$ cat src/bwm_pkg.sv
// Package with offsets, field layout, security spaces and request carrier for the feature block
`default_nettype none

package bwm_pkg;

  // Number of security address spaces, one feature frame each
  localparam int BWM_NUM_SPACES = 4;

  // Register offsets inside each feature frame
  localparam logic [11:0] BWM_OFF_MON_FEAT = 12'h080;
  localparam logic [11:0] BWM_OFF_BWU_FEAT = 12'h090;

  // Bandwidth usage monitor feature register layout
  localparam int BWM_BIT_RWBW = 28;
  localparam int BWM_BIT_OFSR = 26;
  localparam int BWM_SCALE_LSB = 16;
  localparam int BWM_SCALE_W = 5;
  localparam int BWM_NUMMON_LSB = 0;
  localparam int BWM_NUMMON_W = 16;

  // General monitoring feature register layout
  localparam int BWM_BIT_LCAP = 31;
  localparam int BWM_BIT_NOWIRED = 30;
  localparam int BWM_BIT_MSGW = 29;
  localparam int BWM_BIT_OFLSR = 28;
  localparam int BWM_BIT_MBWU = 17;

  // Reserved masks: ones where a bit may be nonzero
  localparam logic [31:0] BWM_BWU_USED_MASK = 32'h141FFFFF;
  localparam logic [31:0] BWM_MON_USED_MASK = 32'hF0020000;

  // Reset values of the answer and interrupt flops
  localparam logic [31:0] BWM_RDATA_RST = 32'h00000000;
  localparam logic BWM_FLAG_RST = 1'b0;

  // Security space of an access
  typedef enum logic [1:0] {
    BWM_SECURE,
    BWM_NONSECURE,
    BWM_ROOT,
    BWM_REALM
  } bwm_space_e;

  // One register access from the feature frame decoder
  typedef struct packed {
    logic wr;
    bwm_space_e space;
    logic [11:0] offset;
    logic [31:0] wdata;
  } bwm_acc_s;

endpackage : bwm_pkg

`default_nettype wire

$ cat src/bwm_feature_regs.sv
// Read-only bandwidth and general monitoring feature registers, one copy per security space
`default_nettype none

//Contract
// - Bit 28 reports read/write bandwidth selection; zero without an extended version.
// - Bit 26 reports overflow bitmap register; zero without an extended version.
// - Bits 20:16 give counter right-shift; zero means no scaling.
// - Bits 15:0 give monitor count; software selects at most count minus one.
// - Bandwidth feature register at 0x0090 in every frame; root/realm need realm support.
// - Both registers are read-only; writes never change reported values.
// - Each security space has its own copy, same or different contents.
// - Per-instance fields follow partition select instance; others stay constant.
// - Monitor select instance field has no effect on these reads.
// - General monitoring register reads zero unless monitoring is present.
// - Bit 31 reports the local capture event generator.
// - Bit 30 set means no wired overflow interrupt; needs version 1.1.
// - Bit 29 reports message-write overflow signalling; needs version 1.1.
// - Bit 30 set and bit 29 clear means no overflow interrupts at all.
// - Bit 28 reports overflow status register; needs version 1.1.
// - Bit 17 reports bandwidth usage monitoring and gates its registers.
// - General monitoring register is 32 bits, readable from each frame.
// - General monitoring register at 0x0080 in every frame.
module bwm_feature_regs
  import bwm_pkg::*;
#(
  parameter int NUM_RI = 1,
  parameter int RI_W = 4,
  parameter bit EXT_V01_V11 = 1'b1,
  parameter bit EXT_V11 = 1'b1,
  parameter bit REALM_MGMT = 1'b1,
  parameter bit INST_SUPPORT = 1'b0,
  parameter bit MON_PRESENT = 1'b1,
  parameter bit LOCAL_CAPT = 1'b0,
  parameter bit NO_WIRED = 1'b0,
  parameter bit MSG_WRITE = 1'b1,
  parameter bit OFL_SR = 1'b1,
  parameter logic [BWM_NUM_SPACES*NUM_RI-1:0] MBWU_TBL = '1,
  parameter logic [BWM_NUM_SPACES*NUM_RI-1:0] RWBW_TBL = '1,
  parameter logic [BWM_NUM_SPACES*NUM_RI-1:0] OFSR_TBL = '1,
  parameter logic [BWM_NUM_SPACES*NUM_RI*BWM_SCALE_W-1:0] SCALE_TBL = '0,
  parameter logic [BWM_NUM_SPACES*NUM_RI*BWM_NUMMON_W-1:0] NUMMON_TBL =
    {(BWM_NUM_SPACES*NUM_RI){16'h0004}}
) (
  input wire logic sys_clk, // System clock, 40 MHz
  input wire logic srst, // Synchronous reset, active high
  input wire logic acc_valid, // Access strobe, one cycle per access
  input wire bwm_acc_s acc_req, // Access kind, space, offset, write data
  input wire logic [RI_W-1:0] part_sel_instance, // Partition select instance field
  input wire logic ovf_event, // Monitor overflow event pulse
  output logic rsp_valid_reg, // Answer strobe, one cycle after the access
  output logic [31:0] rsp_rdata_reg, // Read data, zero for writes
  output logic wired_irq_reg, // Wired overflow interrupt pulse
  output logic msg_irq_req_reg // Overflow message write request pulse
);

  // Bandwidth monitor feature word for one space and instance
  function automatic logic [31:0] bwu_word(input int idx);
    logic [31:0] w;
    w = '0;
    w[BWM_BIT_RWBW] = EXT_V01_V11 & RWBW_TBL[idx];
    w[BWM_BIT_OFSR] = EXT_V01_V11 & OFSR_TBL[idx];
    w[BWM_SCALE_LSB +: BWM_SCALE_W] = SCALE_TBL[idx*BWM_SCALE_W +: BWM_SCALE_W];
    w[BWM_NUMMON_LSB +: BWM_NUMMON_W] = NUMMON_TBL[idx*BWM_NUMMON_W +: BWM_NUMMON_W];
    return w;
  endfunction

  // General monitoring feature word; only bit 17 varies by instance
  function automatic logic [31:0] mon_word(input int idx);
    logic [31:0] w;
    w = '0;
    w[BWM_BIT_LCAP] = LOCAL_CAPT;
    w[BWM_BIT_NOWIRED] = EXT_V11 & NO_WIRED;
    w[BWM_BIT_MSGW] = EXT_V11 & MSG_WRITE;
    w[BWM_BIT_OFLSR] = EXT_V11 & OFL_SR;
    w[BWM_BIT_MBWU] = MBWU_TBL[idx];
    return w;
  endfunction

  // Instance steering: only the partition select field is consulted
  logic [RI_W-1:0] inst_eff;
  logic inst_ok;
  logic space_ok;
  int tbl_idx;
  assign inst_eff = INST_SUPPORT ? part_sel_instance : '0;
  assign inst_ok = (int'(inst_eff) < NUM_RI);
  assign space_ok = (acc_req.space == BWM_SECURE) || (acc_req.space == BWM_NONSECURE) ||
                    REALM_MGMT;
  assign tbl_idx = inst_ok ? (int'(acc_req.space) * NUM_RI + int'(inst_eff)) : 0;

  // Register contents for the addressed space and instance
  logic [31:0] mon_val;
  logic [31:0] bwu_val;
  logic [31:0] rd_sel;
  logic rd_req;
  assign mon_val = (MON_PRESENT && inst_ok) ? mon_word(tbl_idx) : '0;
  assign bwu_val = mon_val[BWM_BIT_MBWU] ? bwu_word(tbl_idx) : '0;
  assign rd_req = acc_valid && !acc_req.wr && space_ok;
  assign rd_sel = !rd_req ? '0 :
                  (acc_req.offset == BWM_OFF_MON_FEAT) ? mon_val :
                  (acc_req.offset == BWM_OFF_BWU_FEAT) ? bwu_val : '0;

  // Overflow signalling paths allowed by the reported features
  logic wired_ok;
  logic msg_ok;
  assign wired_ok = !(EXT_V11 && NO_WIRED);
  assign msg_ok = EXT_V11 && MSG_WRITE;

  // Answer flops; writes are acknowledged and discarded
  always_ff @(posedge sys_clk) begin
    if (srst) begin
      rsp_valid_reg <= BWM_FLAG_RST;
      rsp_rdata_reg <= BWM_RDATA_RST;
    end else begin
      rsp_valid_reg <= acc_valid;
      rsp_rdata_reg <= rd_sel;
    end
  end

  // Overflow interrupt pulses; both silent when neither path exists
  always_ff @(posedge sys_clk) begin
    if (srst) begin
      wired_irq_reg <= BWM_FLAG_RST;
      msg_irq_req_reg <= BWM_FLAG_RST;
    end else begin
      wired_irq_reg <= ovf_event && wired_ok;
      msg_irq_req_reg <= ovf_event && msg_ok;
    end
  end

  // Per-space copies: instance zero of each frame shows its own bit 17 and monitor count
  for (genvar sp = 0; sp < BWM_NUM_SPACES; sp++) begin : g_space

  end
endmodule : bwm_feature_regs

`default_nettype wire

$ cat config.mk
export PLATFORM = sky130hd
export DESIGN_NAME = bwm_feature_regs
export DESIGN_NICKNAME = d
export VERILOG_FILES = /design/src/bwm_pkg.sv /design/src/bwm_feature_regs.sv
export SDC_FILE = /design/constraint.sdc
export NUM_CORES = 1
export LEC_CHECK = 0
export CAP_MARGIN = 10
export CORE_AREA = 2 2 39 41
export DETAILED_ROUTE_END_ITERATION = 7
export DIE_AREA = 0 0 41 43
export DONT_BUFFER_PORTS = 1
export PLACE_DENSITY = 0.57
export SLEW_MARGIN = 20
export SYNTH_ARGS = -nofsm -noshare
export SYNTH_HDL_FRONTEND = slang
export SYNTH_SLANG_ARGS = --single-unit
$ cat constraint.sdc
create_clock -name sys_clk -period 1.5 [get_ports sys_clk]
set_clock_uncertainty 0.05 [all_clocks]
set_input_delay 0.3 -clock sys_clk [delete_from_list [all_inputs] [get_ports sys_clk]]
set_output_delay 0.3 -clock sys_clk [all_outputs]
set_load 0.01 [all_outputs]
==> results of run 1 <==
## power groups by stage
stage	sequential, mW	combinational [mW]	clock, mW
global route	0.141	0.0445	0.161
global placement	0.142	0.0385	0
finish	0.140	0.0401	0.149
CTS	0.140	0.0387	0.160
floorplan	0.141	0.0926	0
detailed placement	0.142	0.0387	0
## layout by cell type (no fill, tap or decap), drive strengths merged
cell / n
or3b: 1
nand3b: 1
nor2b: 2
nor4: 2
conb: 27
or4b: 1
dfxtp: 5
nor4b: 1
or4: 2
clkbuf: 4
## kinds of logic (layout without fill, tap and decap cells)
kind of cell	Yosys count	count (layout)	share of synthesized area (%)
buffers and inverters	30	4	54.71
DFF	5	5	24.32
other	1	27	0.9110
and+or+nand+nor	10	10	20.06
## worst max-delay path by stage
stage / start / to / slack, ps
final: acc_req[37] / rsp_rdata_reg[28]$_SDFF_PP0_ / 440
after CTS: acc_req[37] / rsp_rdata_reg[28]$_SDFF_PP0_ / 430
after detailed placement: acc_req[37] / rsp_rdata_reg[28]$_SDFF_PP0_ / 180
after global routing: acc_req[37] / rsp_rdata_reg[28]$_SDFF_PP0_ / 360
after floorplan: acc_req[43] / rsp_rdata_reg[28]$_SDFF_PP0_ / 270
after global placement: acc_req[37] / rsp_rdata_reg[28]$_SDFF_PP0_ / 220
## layer usage
layer / track usage (%) / vias to the layer above / wire [um]
met5: 0 / - / 0
met4: 8.000 / 0 / 0
met3: 0 / 0 / 92
met2: 9.375 / 25 / 309
met1: 2.215 / 94 / 94
li1: - / 93 / -
## through the flow
stage	hold slack [ps]	util, %	power [mW]
floorplan	321.6	-	0.2337
global placement	327.5	21.97	0.1807
detailed placement	328.2	21.97	0.1808
CTS	71.17	23.87	0.3383
global route	76.85	23.87	0.3460
finish	81.67	23.87	0.3289
## final cells by class
type | count | share of cell area, %
Multi-Input combinational cell | 37 | 55.68
Sequential cell | 5 | 30.30
Clock buffer | 4 | 7.955
Tap cell | 16 | 6.061
==> run_results.csv, run 1 <==
group,metric,value,unit
global_routing,grt_pass1_wl,517,um
setup_path,critical_path_buf_inv_count,0,
cells_and_area,regArea,100.1,um^2
pwr,clkPwrFrac,45.3,%
cts,holdBufCountCts,0,
detailed_routing,via_count,212,
pwr,vdd.ir_drop.worst,0.0001356,V
cells_and_area,largest_register_ffs,3,
global_routing,grt_pass1_vias,142,
flow_run,cap_violations,0,
global_routing,grt_max_degree,5,
cts,cts_root_buffer,"clkbuf_4",
cts,postCtsSetupBuffers,0,
cells_and_area,num-nets-final,102,
cells_and_area,syn2layout_area_growth,-19.76,%
die,dieHeight,43,um
logic_synthesis,yosysUniqueCellTypes,10,
setup_path,cp-start-kind,"input pin",
logic_synthesis,yosys-top-cells-count,"buf_4, dfxtp_1, nor2b_1, nor4_1, or4_4",
run_status,status,"finished, final reports clean",
detailed_routing,drc_errors,0,
setup_path,worstSetupPathType,"in -> reg",
die,die_area,0.001763,mm^2
placement,port-buffer-count,0,
setup_path,cp-end-kind,"flip-flop",
timing,timing.final.crit_share,70.88,%
cts,cts_tree,"done",
timing,hold_viol,0,
global_routing,antenna_found_initial,0,
logic_synthesis,synth-edff-count,0,
cts,clock_sinks,5,
placement,place_congestion,0.5967,
setup_path,slowest_stage,"or4b_1",
logic_synthesis,yosys-top-cells-area,"buf_4, dfxtp_1, or4_4",
hold_path,hold_path_startpoint,"srst",
setup_path,max_stage_delay,570,ps
cells_and_area,antenna_cells,0,
placement,placed_area,304.0,um^2
logic_synthesis,syn_inst,46,
cts,cts_buffers,3,
detailed_routing,wl,497,um
logic_synthesis,synth-async-reset-ratio,0,%
logic_synthesis,yosysWarnings,0,
placement,dp_slack,181.9,ps
cells_and_area,drive_gt1_share,13.04,%
detailed_routing,drt_iter0_markers,0,
timing,setup_viol,0,
timing,tns,0,ps
logic_synthesis,synth_seq_area_share,24.32,%
timing,fin_ws,436.8,ps
setup_path,cp_top_family,"simple AND/OR/NAND/NOR gates",
cells_and_area,stdcell_area,330.3,um^2
logic_synthesis,synth_top_area_share,54.71,%
pwr,comb_power_share,12.2,%
logic_synthesis,ys_ff_latch,5,
setup_path,worstPathArrival,1140,ps
pwr,p_int,0.2429,mW
logic_synthesis,syn-cell-area,411.6,um^2
logic_synthesis,synth_area_leader_cell,"buf_4",
placement,dp.cells,58,
pwr,p_seq_share,42.5,%
cells_and_area,fill_cells,168,
hold_path,holdPathStages,1,
logic_synthesis,synth_most_common_cell,"buf_4",
die,pin_count,90,
setup_path,crit_required,1580,ps
die,fp.dieW,41,um
timing,finalCriticalPeriod,1063,ps
detailed_routing,viasPerCell,3.419,
logic_synthesis,avgSynthCellArea,8.949,um^2
timing,finalMaxSlewViolations,0,
logic_synthesis,synth_ff_type,"dfxtp_1",
cts,cts_buffer_depth,2,
die,fp.coreArea,0.001384,mm^2
pwr,switchingPower,0.08606,mW
detailed_routing,drt_first_pass_iters,1,
global_routing,grt_overflow,0,
timing,fmax,0.9406,GHz
hold_path,min_path_type,"in -> reg",
setup_path,path_cells,"or4b_1 -> nor4b_1",
pwr,power_density,995.8,mW/mm^2
hold_path,hold_end,"msg_irq_req_reg$_SDFF_PP0_",
setup_path,worst-path-stages,2,
pwr,p_sw_share,26.16,%
cells_and_area,finalNonFillerCells,62,
cts,cts-resized-gates,0,
setup_path,critPathMaxFanout,3,
cells_and_area,multi_input_area,183.9,um^2
timing,rsz0062_at_grt,"no",
global_routing,track_usage,4.895,%
detailed_routing,ant_nets,0,
cts,htree_levels,1,
cts,path_clk_slew,40,ps
die,start_util,29.75,%
detailed_routing,routedWlPerCell,8.016,um
die,rows,14,
pwr,p_leak,0.1588,nW
Power figures use the tool's default switching activity.
==> inputs of run 2 (changes only) <==
==> constraint.sdc (replaced) <==
create_clock -name sys_clk -period 1.1 [get_ports sys_clk]
set_clock_uncertainty 0.05 [all_clocks]
set_input_delay 0.22 -clock sys_clk [delete_from_list [all_inputs] [get_ports sys_clk]]
set_output_delay 0.22 -clock sys_clk [all_outputs]
set_load 0.01 [all_outputs]
==> run_results.csv, run 2 (synthesized netlist as in run 1, its figures left out) <==
group,metric,value,unit
run_status,status,"finished, final reports clean",
die,die_area,0.001763,mm^2
cells_and_area,finalNonFillerCells,63,
die,fp.coreArea,0.001384,mm^2
cells_and_area,finish.utilization,25.32,%
die,fp.dieW,41,um
timing,finalMaxSlewViolations,0,
setup_path,cp-end-kind,"flip-flop",
flow_run,cap_violations,0,
cts,clock_sinks,5,
detailed_routing,wl,576,um
global_routing,met2_usage,12.50,%
detailed_routing,drt_first_pass_iters,1,
cells_and_area,antenna_cells,0,
hold_path,min_path_type,"in -> reg",
setup_path,worstPathArrival,1050,ps
timing,rsz0062_at_grt,"no",
cts,path_clk_slew,40,ps
timing,timing.final.crit_share,86.56,%
setup_path,path_cells,"or4_4 -> nor4b_2",
global_routing,grtUsageMet3,1.571,%
global_routing,grt_pass1_wl,717,um
detailed_routing,via_count,215,
setup_path,critPathMaxFanout,3,
detailed_routing,drc_errors,0,
pwr,switchingPower,0.1207,mW
setup_path,cp_top_family,"simple AND/OR/NAND/NOR gates",
global_routing,grt_pass1_vias,183,
setup_path,worstSetupPathType,"in -> reg",
detailed_routing,ant_nets,0,
cells_and_area,syn2layout_area_growth,-14.89,%
detailed_routing,drt_iter0_markers,0,
global_routing,grt_max_degree,5,
cts,cts_buffers,3,
timing,fmax,1.050,GHz
pwr,p_leak,0.1650,nW
cts,postCtsSetupBuffers,0,
setup_path,max_stage_delay,540,ps
cts,htree_levels,1,
pwr,p_sw_share,26.50,%
pwr,vdd.ir_drop.worst,0.0001585,V
pwr,p_int,0.3348,mW
die,rows,14,
setup_path,cp-start-kind,"input pin",
placement,hpwl,528.5,um
placement,port-buffer-count,0,
timing,fin_hold_ws,8.196,ps
cells_and_area,largest_register_ffs,3,
setup_path,critical_path_buf_inv_count,0,
detailed_routing,routedWlPerCell,9.143,um
cts,holdBufCountCts,1,
timing,fin_ws,147.8,ps
timing,setup_viol,0,
cells_and_area,layout_commonest_cell,"conb_1",
cts,cts_buffer_depth,2,
pwr,comb_power_share,13.0,%
timing,finalCriticalPeriod,952.2,ps
die,dieHeight,43,um
cts,cts_tree,"done",
setup_path,crit_required,1200,ps
cells_and_area,fill_cells,164,
setup_path,slowest_stage,"or4_4",
timing,tns,0,ps
pwr,clkPwrFrac,45.2,%
global_routing,track_usage,6.593,%
pwr,p_seq_share,41.9,%
cells_and_area,num-nets-final,103,
placement,place_congestion,0.5679,
placement,dp_slack,-118.7,ps
global_routing,grt.busiest_layer,"met2",
pwr,power_density,1300,mW/mm^2
placement,dp.cells,58,
die,start_util,29.75,%
timing,hold_viol,0,
cts,cts-resized-gates,0,
global_routing,grt_overflow,0,
cells_and_area,final_cell_mix,"conb_1, dfxtp_1, clkbuf_4",
detailed_routing,viasPerCell,3.413,
cells_and_area,drive_gt1_share,17.02,%
global_routing,grt_use_met1,3.165,%
global_routing,antenna_found_initial,0,
die,pin_count,90,
cts,cts_root_buffer,"clkbuf_4",
## run 2: cell count changes in the layout (fill, tap and decap cells not counted)
cell           previous run  this run
dlygate4sd3_1             0         1
nor4b_1                   1         0
nor4b_2                   0         1
or4b_1                    1         0
or4b_4                    0         1
## run 2: cell type report
class | count | area (um^2) | share of cell area [%]
Multi-Input combinational cell | 37 | 193.9 | 55.36
Sequential cell | 5 | 100.1 | 28.57
Clock buffer | 4 | 26.28 | 7.500
Tap cell | 16 | 20.02 | 5.714
Timing Repair Buffer | 1 | 10.01 | 2.857
## run 2: final timing paths
| path | depth (start not counted) | endpoint | slack, ps | startpoint |
|---|---|---|---|---|
| setup / recovery | 2 | rsp_rdata_reg[28]$_SDFF_PP0_ | 150 | acc_req[33] |
| hold / removal | 1 | rsp_valid_reg$_SDFF_PP0_ | 8 | srst |
## run 2: power by group through the flow
stage	combinational, mW	sequential [mW]	clock [mW]
after floorplan	0.128	0.192	0
after global placement	0.0542	0.194	0
after detailed placement	0.0545	0.194	0
after CTS	0.0574	0.191	0.216
after global routing	0.0672	0.192	0.219
final	0.0591	0.191	0.206
## run 2: metrics by stage
stage / total power [mW] / area, um^2
6_report: 0.4555 / 350.3
4_1_cts: 0.4642 / 350.3
5_1_grt: 0.4782 / 350.3
3_3_place_gp: 0.2480 / 314.1
2_1_floorplan: 0.3203 / 519.2
3_5_place_dp: 0.2484 / 314.1
## run 2: per-layer routing
layer	vias up	wire length [um]	share of wire, %
li1	95	-	-
met1	92	114	20
met2	28	341	59
met3	0	120	21
met4	0	0	0
met5	-	0	0
==> inputs of run 3 (changes only) <==
--- a/config.mk
+++ b/config.mk
@@ -5,8 +5,10 @@
 export SDC_FILE = /design/constraint.sdc
 export NUM_CORES = 1
 export LEC_CHECK = 0
+export ABC_CLOCK_PERIOD_IN_PS = 1100
 export CAP_MARGIN = 10
 export CORE_AREA = 2 2 39 41
+export CTS_BUF_LIST = sky130_fd_sc_hd__clkbuf_16
 export DETAILED_ROUTE_END_ITERATION = 7
 export DIE_AREA = 0 0 41 43
 export DONT_BUFFER_PORTS = 1
==> run_results.csv, run 3 (synthesized netlist as in run 1, its figures left out) <==
group,metric,value,unit
cells_and_area,fill_cells,156,
global_routing,track_usage,6.993,%
die,dieHeight,43,um
cells_and_area,syn2layout_area_growth,-4.559,%
global_routing,antenna_found_initial,0,
die,die_area,0.001763,mm^2
cts,cts-resized-gates,0,
timing,timing.final.crit_share,87.97,%
timing,finalMaxSlewViolations,0,
cts,postCtsSetupBuffers,0,
global_routing,grt_overflow,0,
cts,cts_buffers,3,
setup_path,crit_required,1180,ps
setup_path,worstPathArrival,1050,ps
setup_path,critPathMaxFanout,3,
cells_and_area,multi_input_area,193.9,um^2
flow_run,cap_violations,0,
setup_path,critical_path_buf_inv_count,0,
cells_and_area,regArea,100.1,um^2
run_status,status,"finished, final reports clean",
cells_and_area,finish.utilization,28.39,%
cts,htree_levels,1,
die,rows,14,
die,start_util,29.75,%
setup_path,max_stage_delay,540,ps
placement,port-buffer-count,0,
setup_path,worstSetupPathType,"in -> reg",
timing,rsz0062_at_grt,"no",
detailed_routing,drc_errors,0,
timing,fmax,1.033,GHz
detailed_routing,via_count,217,
timing,setup_viol,0,
timing,fin_hold_ws,14.43,ps
placement,dp.cells,58,
timing,tns,0,ps
setup_path,path_cells,"or4_4 -> nor4b_2",
pwr,vdd.ir_drop.worst,0.0004805,V
detailed_routing,drt_first_pass_iters,1,
cts,holdBufCountCts,0,
global_routing,grt_pass1_wl,710,um
die,fp.dieW,41,um
cells_and_area,final_cell_mix,"conb_1, dfxtp_1, clkbuf_16",
cells_and_area,largest_register_ffs,3,
timing,finalCriticalPeriod,967.6,ps
pwr,power_density,2098,mW/mm^2
cts,cts_root_buffer,"clkbuf_16",
setup_path,cp_top_family,"simple AND/OR/NAND/NOR gates",
global_routing,grt_pass1_vias,181,
cts,cts_buffer_depth,2,
pwr,p_leak,0.1881,nW
cts,cts_tree,"done",
die,fp.coreArea,0.001384,mm^2
timing,hold_viol,0,
die,pin_count,90,
cells_and_area,layout_commonest_cell,"conb_1",
cells_and_area,drive_gt1_share,17.39,%
cts,clock_sinks,5,
hold_path,min_path_type,"in -> reg",
detailed_routing,ant_nets,0,
cells_and_area,antenna_cells,0,
setup_path,crit_path_start,"acc_req[33]",
cells_and_area,num-nets-final,102,
pwr,finalPower,0.8244,mW
setup_path,cp-start-kind,"input pin",
hold_path,hold_path_startpoint,"srst",
global_routing,grt_max_degree,5,
placement,hpwl,528.5,um
cells_and_area,finalNonFillerCells,62,
detailed_routing,viasPerCell,3.500,
setup_path,cp-end-kind,"flip-flop",
cts,path_clk_slew,30,ps
detailed_routing,routedWlPerCell,9.645,um
setup_path,slowest_stage,"or4_4",
detailed_routing,drt_iter0_markers,0,
detailed_routing,wl,598,um
placement,place_congestion,0.5679,
## run 3: cell count changes in the layout (fill, tap and decap cells not counted)
cell	change
inv_1	+1
clkbuf_4	-3
clkbuf_1	-1
dlygate4sd3_1	-1
clkbuf_16	+3
## run 3: final cells by class
| type | count | share of cell area, % |
|---|---|---|
| flip-flops and latches | 5 | 25.48 |
| multi-input cells | 37 | 49.36 |
| well taps | 16 | 5.096 |
| clock inverters | 1 | 0.9554 |
| clock buffers | 3 | 19.11 |
## run 3: final timing paths
path	end	depth (start not counted)
min	msg_irq_req_reg$_SDFF_PP0_	1
max	rsp_rdata_reg[28]$_SDFF_PP0_	2
## run 3: power breakdown
| part | leakage [nW] | switching [mW] | total [mW] | internal, mW |
|---|---|---|---|---|
| sequential | 0.0408 | 0.00463 | 0.191 | 0.187 |
| clock | 0.0423 | 0.107 | 0.577 | 0.470 |
| combinational | 0.105 | 0.0467 | 0.0563 | 0.00970 |
| total | 0.188 | 0.159 | 0.824 | 0.666 |
## run 3: layer usage
metal,routed length [um],track usage [%]
met2,339,12.19
met5,0,0
met3,115,1.571
met1,135,2.848
met4,8,12.67
## run 3: stage by stage
step / setup slack (ps) / area [um^2]
2_1_floorplan: -35.51 / 519.2
3_3_place_gp: -79.44 / 314.1
3_5_place_dp: -118.7 / 314.1
4_1_cts: 113.3 / 392.9
5_1_grt: 83.88 / 392.9
6_report: 132.4 / 392.9
